File: src/logic/wdt_cfg.svh
`ifndef WDT_CFG_SVH
`define WDT_CFG_SVH

// Register byte offsets on the slave port.
`define OFS_OPTION        4'h0
`define OFS_STATUS        4'h4
`define OFS_CONFIG        4'h8

// Field positions in the option control register.
`define OPT_ASSIGN_BIT    3
`define OPT_RATIO_HI      2
`define OPT_RATIO_LO      0

// Field positions in the status register.
`define STS_TIMEOUT_BIT   4
`define STS_POWERDOWN_BIT 3

// Field position in the configuration register.
`define CFG_ENABLE_BIT    0

// Reset values.
`define OPTION_RESET      8'h00
`define STATUS_SW_RESET   8'h00
`define CONFIG_EN_RESET   1'b1

// Timing: nominal time-out period and system clock rate.
`define WDT_PERIOD_MS     18
`define CLK_SYS_HZ        20000000
`define WDT_TIMEOUT_CYCLES ((`WDT_PERIOD_MS * `CLK_SYS_HZ) / 1000)

// Width of the watchdog counter, large enough for the time-out count.
`define WDT_CNT_W         20
// Width of the shared prescaler, enough for a 1:128 division.
`define PRESC_W           7

`endif

File: src/logic/wdt_pkg.sv
`include "wdt_cfg.svh"

package wdt_pkg;

   // Operating mode of the processor as seen by the watchdog.
   typedef enum logic {
      MODE_AWAKE,
      MODE_ASLEEP
   } mode_t;

   // Whole state of the sleep and register block.
   typedef struct packed {
      mode_t      mode;
      logic       timeout_flag_n;
      logic       powerdown_flag_n;
      logic       watchdog_enable_cfg;
      logic [7:0] option;
      logic [7:0] status_sw;
      logic       ack;
      logic [31:0] rdata;
      logic       device_reset;
      logic       wake;
      logic       wake_isr;
   } sleep_state_t;

   // Whole state of the shared prescaler.
   typedef struct packed {
      logic [`PRESC_W-1:0] count;
   } presc_state_t;

   // Whole state of the watchdog counter.
   typedef struct packed {
      logic [`WDT_CNT_W-1:0] count;
   } wdt_cnt_state_t;

endpackage

File: src/logic/watchdog_sleep_wakeup.sv
// Operation
// - Pending enabled irq, interrupts off: sleep no-op.
// - Irq after sleep: wake, clear watchdog.
// - Enable bit runs watchdog; clearing is permanent.
// - Awake time-out resets the whole device.
// - Asleep time-out wakes and continues execution.
// - Unscaled time-out is nominally 18 ms.
// - Prescaler up to 1:128 via option register.
// - Clear or sleep resets watchdog, and prescaler if assigned to it.
// - Every time-out clears the timeout flag.
// - Prescaler assignment changeable any time.
// - Sleep entry clears watchdog and powerdown flag, sets timeout flag, stops clock.
// - Enabled irq wakes regardless of global enable.
// - Leaving sleep always clears the watchdog.
//
// The placing of the registers and register access over Avalon-MM were chosen for this implementation.
`timescale 1ns/1ps
`default_nettype none
`include "wdt_cfg.svh"

module watchdog_sleep_wakeup
   import wdt_pkg::*;
#(
   parameter int TIMEOUT_CYCLES = `WDT_TIMEOUT_CYCLES
)
(
   input  wire logic        clk_sys,
   input  wire logic        rst,
   input  wire logic [3:0]  avs_address,
   input  wire logic        avs_read,
   input  wire logic        avs_write,
   input  wire logic [31:0] avs_writedata,
   input  wire logic [3:0]  avs_byteenable,
   output logic [31:0]      avs_readdata,
   output logic             avs_waitrequest,
   input  wire logic        sleep_instr,
   input  wire logic        watchdog_clear_instr,
   input  wire logic        irq_pending,
   input  wire logic        global_irq_enable,
   output logic             cpu_clk_en,
   output logic             device_reset,
   output logic             wake_pulse,
   output logic             wake_to_isr
);

   sleep_state_t st;            // Registered state.
   sleep_state_t next_st;       // Next state.

   logic                  req;          // A bus request is present.
   logic                  wr_take;      // Write takes effect this edge.
   logic                  sleep_nop;    // Sleep must behave as a no-op.
   logic                  sleep_go;     // Sleep really enters power-down.
   logic                  wake_now;     // Leaving power-down this edge.
   logic                  assign_wdt;   // Prescaler belongs to the watchdog.
   logic                  assign_flip;  // Assignment is being changed.
   logic                  wdt_clear;    // Clear for the watchdog counter.
   logic                  presc_clear;  // Clear for the shared prescaler.
   logic                  presc_tick;   // Divided count enable.
   logic                  timeout;      // Watchdog time-out pulse.
   logic [`WDT_CNT_W-1:0] wdt_count;    // Current watchdog count.
   logic                  wdt_due;      // Count would expire this edge.

   // Terminal count, mirrored here so the sleep decode can see an expiry
   // coming without reading the counter's own time-out output. Reading
   // that output would close a loop through the counter's clear input,
   // because the time-out is itself held off by a clear.
   localparam logic [`WDT_CNT_W-1:0] WDT_LAST =
      `WDT_CNT_W'(TIMEOUT_CYCLES - 1);

   // Status register image as software sees it.
   function automatic logic [7:0] status_image(input sleep_state_t s);
      logic [7:0] v;
      v = s.status_sw;
      v[`STS_TIMEOUT_BIT] = s.timeout_flag_n;
      v[`STS_POWERDOWN_BIT] = s.powerdown_flag_n;
      status_image = v;
   endfunction

   // Read multiplexer; unmapped addresses read as zero.
   function automatic logic [31:0] read_mux(input logic [3:0] a,
                                            input sleep_state_t s);
      logic [31:0] v;
      v = 32'h0000_0000;
      unique case (a)
         `OFS_OPTION: v[7:0] = s.option;
         `OFS_STATUS: v[7:0] = status_image(s);
         `OFS_CONFIG: v[`CFG_ENABLE_BIT] = s.watchdog_enable_cfg;
         default:     v = 32'h0000_0000;
      endcase
      read_mux = v;
   endfunction

   // The slave stalls exactly one cycle, then answers from a register.
   assign req             = avs_read || avs_write;
   assign avs_waitrequest = req && !st.ack;
   assign avs_readdata    = st.rdata;
   assign wr_take         = avs_write && st.ack && avs_byteenable[0];

   // sleep as no-op
   // A pending enabled source with interrupts off cancels the sleep.
   assign sleep_nop = (st.mode == MODE_AWAKE) && sleep_instr &&
                      irq_pending && !global_irq_enable;
   // An expiry that no clear strobe cancels beats sleep, so the reset it
   // owes is never lost; a clear strobe in the same cycle wins instead.
   assign wdt_due   = st.watchdog_enable_cfg && presc_tick &&
                      (wdt_count == WDT_LAST);
   assign sleep_go  = (st.mode == MODE_AWAKE) && sleep_instr &&
                      !sleep_nop && !(wdt_due && !watchdog_clear_instr);

   // wake regardless of enable
   // Time-out or any enabled source ends power-down.
   assign wake_now = (st.mode == MODE_ASLEEP) && (timeout || irq_pending);

   // live assignment change
   // Swapping the owner restarts the prescaler so no stale phase leaks in.
   assign assign_wdt  = st.option[`OPT_ASSIGN_BIT];
   assign assign_flip = wr_take && (avs_address == `OFS_OPTION) &&
                        (avs_writedata[`OPT_ASSIGN_BIT] != assign_wdt);

   // clear on leaving sleep
   // A time-out clears the counter on its own, so only an irq wake-up
   // needs the strobe here. Feeding wake_now back in would form a loop
   // from the time-out through the clear and back.
   assign wdt_clear   = watchdog_clear_instr || sleep_go ||
                        ((st.mode == MODE_ASLEEP) && irq_pending);
   assign presc_clear = (assign_wdt && wdt_clear) || assign_flip;

   assign cpu_clk_en   = (st.mode == MODE_AWAKE);
   assign device_reset = st.device_reset;
   assign wake_pulse   = st.wake;
   assign wake_to_isr  = st.wake_isr;

   wdt_prescaler u_presc (
      .clk_sys  (clk_sys),
      .rst      (rst),
      .clear    (presc_clear),
      .assigned (assign_wdt),
      .ratio    (st.option[`OPT_RATIO_HI:`OPT_RATIO_LO]),
      .tick     (presc_tick)
   );

   wdt_counter #(
      .TIMEOUT_CYCLES (TIMEOUT_CYCLES)
   ) u_cnt (
      .clk_sys (clk_sys),
      .rst     (rst),
      .clear   (wdt_clear),
      .enable  (st.watchdog_enable_cfg),
      .tick    (presc_tick),
      .count   (wdt_count),
      .timeout (timeout)
   );

   // Mode, flags and register file; all updates are settled here.
   always_comb begin
      next_st = st;
      next_st.device_reset = 1'b0;
      next_st.wake = 1'b0;
      next_st.wake_isr = 1'b0;
      // Bus handshake: acknowledge the cycle after a request appears.
      next_st.ack = req && !st.ack;
      if (req && !st.ack) begin
         next_st.rdata = read_mux(avs_address, st);
      end
      // Software writes; hardware flags below take precedence.
      if (wr_take) begin
         unique case (avs_address)
            `OFS_OPTION: next_st.option = avs_writedata[7:0];
            `OFS_STATUS: next_st.status_sw = avs_writedata[7:0];
            `OFS_CONFIG: begin
               if (!avs_writedata[`CFG_ENABLE_BIT]) begin
                  next_st.watchdog_enable_cfg = 1'b0;
               end
            end
            default: next_st.option = st.option;
         endcase
      end
      unique case (st.mode)
         MODE_AWAKE: begin
            if (timeout) begin
               next_st.device_reset = 1'b1;
               next_st.timeout_flag_n = 1'b0;
            end else if (sleep_go) begin
               next_st.mode = MODE_ASLEEP;
               next_st.powerdown_flag_n = 1'b0;
               next_st.timeout_flag_n = 1'b1;
            end
         end
         MODE_ASLEEP: begin
            if (timeout) begin
               next_st.mode = MODE_AWAKE;
               next_st.wake = 1'b1;
               next_st.timeout_flag_n = 1'b0;
            end else if (irq_pending) begin
               next_st.mode = MODE_AWAKE;
               next_st.wake = 1'b1;
               // The core runs the next instruction, then the handler.
               next_st.wake_isr = global_irq_enable;
            end
         end
      endcase
   end

   // State register; flags come up as after power-on.
   always_ff @(posedge clk_sys or posedge rst) begin
      if (rst) begin
         st <= '0;
         st.mode <= MODE_AWAKE;
         st.timeout_flag_n <= 1'b1;
         st.powerdown_flag_n <= 1'b1;
         st.watchdog_enable_cfg <= `CONFIG_EN_RESET;
         st.option <= `OPTION_RESET;
         st.status_sw <= `STATUS_SW_RESET;
      end else begin
         st <= next_st;
      end
   end
endmodule
`default_nettype wire

File: src/logic/wdt_prescaler.sv
`timescale 1ns/1ps
`default_nettype none
`include "wdt_cfg.svh"

module wdt_prescaler
   import wdt_pkg::*;
(
   input  wire logic       clk_sys,
   input  wire logic       rst,
   input  wire logic       clear,
   input  wire logic       assigned,
   input  wire logic [2:0] ratio,
   output logic            tick
);

   presc_state_t st;       // Registered state.
   presc_state_t next_st;  // Next state.

   // Low bits that must all be ones for a divided tick.
   function automatic logic [`PRESC_W-1:0] ratio_mask(input logic [2:0] r);
      ratio_mask = `PRESC_W'((8'h01 << r) - 8'h01);
   endfunction

   // power-of-two division
   // Without assignment every cycle is a tick, so the bare period applies.
   assign tick = assigned ?
                 ((st.count & ratio_mask(ratio)) == ratio_mask(ratio)) : 1'b1;

   // The count restarts on clear so a clear always buys a full period.
   always_comb begin
      next_st = st;
      if (clear) begin
         next_st.count = '0;
      end else if (assigned) begin
         next_st.count = st.count + `PRESC_W'(1);
      end
   end

   // State register.
   always_ff @(posedge clk_sys or posedge rst) begin
      if (rst) begin
         st <= '0;
      end else begin
         st <= next_st;
      end
   end
endmodule
`default_nettype wire

File: src/logic/wdt_counter.sv
`timescale 1ns/1ps
`default_nettype none
`include "wdt_cfg.svh"

module wdt_counter
   import wdt_pkg::*;
#(
   parameter int TIMEOUT_CYCLES = `WDT_TIMEOUT_CYCLES
)
(
   input  wire logic                  clk_sys,
   input  wire logic                  rst,
   input  wire logic                  clear,
   input  wire logic                  enable,
   input  wire logic                  tick,
   output logic [`WDT_CNT_W-1:0]      count,
   output logic                       timeout
);

   wdt_cnt_state_t st;       // Registered state.
   wdt_cnt_state_t next_st;  // Next state.

   // Terminal value of the count, one below the time-out count.
   localparam logic [`WDT_CNT_W-1:0] LAST = `WDT_CNT_W'(TIMEOUT_CYCLES - 1);

   assign count = st.count;

   // base time-out period
   // A clear in the same cycle suppresses the time-out, never the reverse.
   assign timeout = enable && tick && !clear && (st.count == LAST);

   // Counting advances only on prescaler ticks.
   always_comb begin
      next_st = st;
      if (clear || timeout || !enable) begin
         next_st.count = '0;
      end else if (tick) begin
         next_st.count = st.count + `WDT_CNT_W'(1);
      end
   end

   // State register.
   always_ff @(posedge clk_sys or posedge rst) begin
      if (rst) begin
         st <= '0;
      end else begin
         st <= next_st;
      end
   end
endmodule
`default_nettype wire

File: config.mk
export PLATFORM = sky130hd
export DESIGN_NAME = watchdog_sleep_wakeup
export DESIGN_NICKNAME = d
export VERILOG_FILES = /design/src/logic/wdt_pkg.sv /design/src/logic/watchdog_sleep_wakeup.sv /design/src/logic/wdt_prescaler.sv /design/src/logic/wdt_counter.sv
export VERILOG_INCLUDE_DIRS = /design/src /design/src/logic
export SDC_FILE = /design/constraint.sdc
export NUM_CORES = 1
export LEC_CHECK = 0
export ABC_AREA = 1
export BUFFER_PORTS_ARGS = -buffer_cell sky130_fd_sc_hd__clkbuf_2
export CAP_MARGIN = 5
export CORE_MARGIN = 2
export CORE_UTILIZATION = 30
export DETAILED_ROUTE_END_ITERATION = 10
export PLACE_DENSITY_LB_ADDON = 0.1
export SKIP_LAST_GASP = 1
export SLEW_MARGIN = 20
export SYNTH_ARGS = -nofsm -noshare
export SYNTH_HDL_FRONTEND = slang
export SYNTH_SLANG_ARGS = --single-unit
File: constraint.sdc
create_clock -name clk_sys -period 2.05 [get_ports clk_sys]
set_clock_uncertainty 0.05 [all_clocks]
set_input_delay 0.41 -clock clk_sys [delete_from_list [all_inputs] [get_ports clk_sys]]
set_output_delay 0.41 -clock clk_sys [all_outputs]
set_load 0.01 [all_outputs]
==> run summary <==
Area grow syn2layout = 16.93%
Detailed Route WL = 7911 µm
Ys async rst share = 100.0%
Mean Syn Cell Area = 8.032 µm²
Initial antenna violation count = 0
Synth Warn # = 0
Routed vias/inst = 4.440
Final Setup Violations = 0
Crit Path Class = reg -> reg
Core region area = 10840 µm²
Die Span X = 109.4 µm
Post-layout minimum cycle time = 1871 ps
Status = complete, no violations
Post-route ant nets = 0
Tcrit/Tclk final = 91.27%
Startpoint Class = flop
R2R Path Start = u_cnt.count[1]$_DFFE_PP0P_
Later-pin clock latency in the skew report = 340 ps
Yosys top cell area share = 40.54%
Vias in the first global route = 2732
Sink Count = 57
Synth top area cells = dfrtp_1 (41%), nand2_1 (9.5%), buf_4 (7.7%)
Yosys reg bits = 57
Initial core utilization = 30.75%
Drt wl/cell = 12.93 µm
FF-to-FF path depth = 11
Data arrival, critical path = 2050 ps
CP startpoint = u_cnt.count[1]$_DFFE_PP0P_
Reg2reg end = u_cnt.count[18]$_DFFE_PP0P_
Count leader, synth = nand2_1
Final hold vios = 0
H-tree depth = 3
Remaining Overflow, GRT = 0
Synthesized area = 3333 µm²
ANT cells = 0
Largest net degree at the start of global routing = 40
Post-DP HPWL = 5766 µm
Die ar. = 11970 µm²
Critical path capture point type = flop
Final non-filler cell area = 3897 µm²
R2r setup slk = 180 ps
Most instantiated cells after synthesis = nand2_1 (84), dfrtp_1 (54), inv_1 (51)
Number of max-cap violations = 0
Die Height = 109.4 µm
Cells after synthesis = 415
LEAKAGE = 1.943 nW
Std cell rows = 38
Area leader, netlist = dfrtp_1
Total GRT Usage = 14.25%
DR DRC count = 0
Max Root-Sink Buffers = 2
Crit Path Max Fanout = 4
CTS clk-pin slew, worst paths = 80 ps
First-pass GRT wire length = 13280 µm
Critical Path Sink = u_cnt.count[18]$_DFFE_PP0P_
CTS tree = done
I/O Pins = 85
Max Slew Vio Count = 0
RePlAce Congestion = 0.8296
Fmax = 534.5 MHz
CTS buffer count = 9
Pwr Total = 0.002774 W
Final setup TNS = 0 ps
Vias = 2717
RSZ-0062 raised after global routing = yes
Root buf cell = clkbuf_8
Number of distinct library cells after synthesis = 35
Dominant synthesized flop cell = dfrtp_1
Share of layout cells above drive strength 1 = 22.25%
HP Class = in -> reg
DRT iter0 DRCs = 133
Register area share after synthesis = 42.91%
Peak supply drop = 0.0002634 V
FILL cells = 1161
Total iterations of the first detailed-routing run = 5
Post-synth EDFFs = 0
Crit path required time = 2230 ps
DP Area = 3626 µm²
Nets@finish = 517
Pwr Density = 711.6 nW/µm²
Port buffer count = 33
-- sequential cells by signal, indices dropped and copies added (netlist names) --
| signal | cells |
|---|---|
| u_presc.st | 7 |
| u_cnt.count | 20 |
| assign_wdt | 1 |
| wake_to_isr | 1 |
| avs_readdata | 8 |
| st | 18 |
| device_reset | 1 |
| wake_pulse | 1 |
-- power by group --
group	total, W	internal, W	switching [W]
Combinational	0.000521	0.000187	0.000335
Sequential	0.00129	0.00122	0.0000673
Clock	0.000963	0.000470	0.000493
Total	0.00277	0.00188	0.000895
-- per-stage QoR --
step | worst slack (ps) | std cells | hold slack, ps | utilization (%)
after global placement | 57.23 | 590 | 378.0 | 33.45
after global routing | -4.256 | 612 | 239.0 | 35.95
after detailed placement | 31.19 | 590 | 382.9 | 33.45
final | 179.0 | 612 | 236.8 | 35.95
after CTS | 88.77 | 608 | 216.8 | 35.30
after floorplan | 195.3 | 438 | 384.2 | -
-- final cells by class --
cell class	count	area, µm²	area share (%)
Timing Repair Buffer	58	380.4	9.759
Sequential cell	57	1431	36.73
Multi-Input combinational cell	289	1536	39.42
Inverter	52	195.2	5.008
Clock buffer	10	137.6	3.531
Tap cell	140	175.2	4.494
Clock inverter	6	41.29	1.059
-- cells by family after synthesis --
group,after synthesis,share of synthesized area (%)
other,1,0.1125
and+or+nand+nor,201,29.13
buffers and inverters,94,14.98
xor gates and xnor gates,19,4.993
AOI/OAI and AO/OA,38,6.118
adders and majority gates,2,0.7506
muxes,3,1.013
DFF,57,42.91
-- critical path, stage by stage, from the launching register on --
cell	delay, ps
dfrtp_1	390
ha_1	200
nand3_2	110
nor2_4	140
nand3_1	100
nor3_2	140
nand3_1	160
nand2_4	160
nor2_4	70
buf_4	150
nand3_1	60
nand2_1	50
-- cells in the final DEF (no fill, tap or decap), drive strengths merged, types with 13 or more instances in the layout --
cell     n
buf     24
nand3   39
inv     52
conb    24
clkbuf  43
dfrtp   54
a21oi   17
nand2   90
nor3    13
xor2    17
nor2    45
-- worst min path at each step --
stage | startpoint | to | cells past startpoint
after global placement | rst | st[41]$_DFFE_PP0P_ | 2
after detailed placement | rst | st[50]$_DFFE_PP0P_ | 2
after CTS | avs_writedata[6] | st[50]$_DFFE_PP0P_ | 3
after global routing | avs_writedata[5] | st[49]$_DFFE_PP0P_ | 3
after floorplan | st[53]$_DFFE_PP1P_ | st[53]$_DFFE_PP1P_ | 2
final | avs_writedata[6] | st[50]$_DFFE_PP0P_ | 3
-- routing by layer --
metal	vias to the layer above	wire (µm)	global-route usage, %
met1	1291	3691	18.07
met5	-	0	0
met3	6	286	3.794
met2	41	3877	24.21
li1	1379	-	-
met4	0	55	3.255
-- what timing repair did --
action	in CTS	in global routing
endpoints found under the hold margin	10	0
setup buffers	0	3
hold buffers	1	0
resized for setup	1	7
gates cloned	1	1
setup endpoints to repair	1	16
pin swaps	1	3
Power figures use the tool's default switching activity.
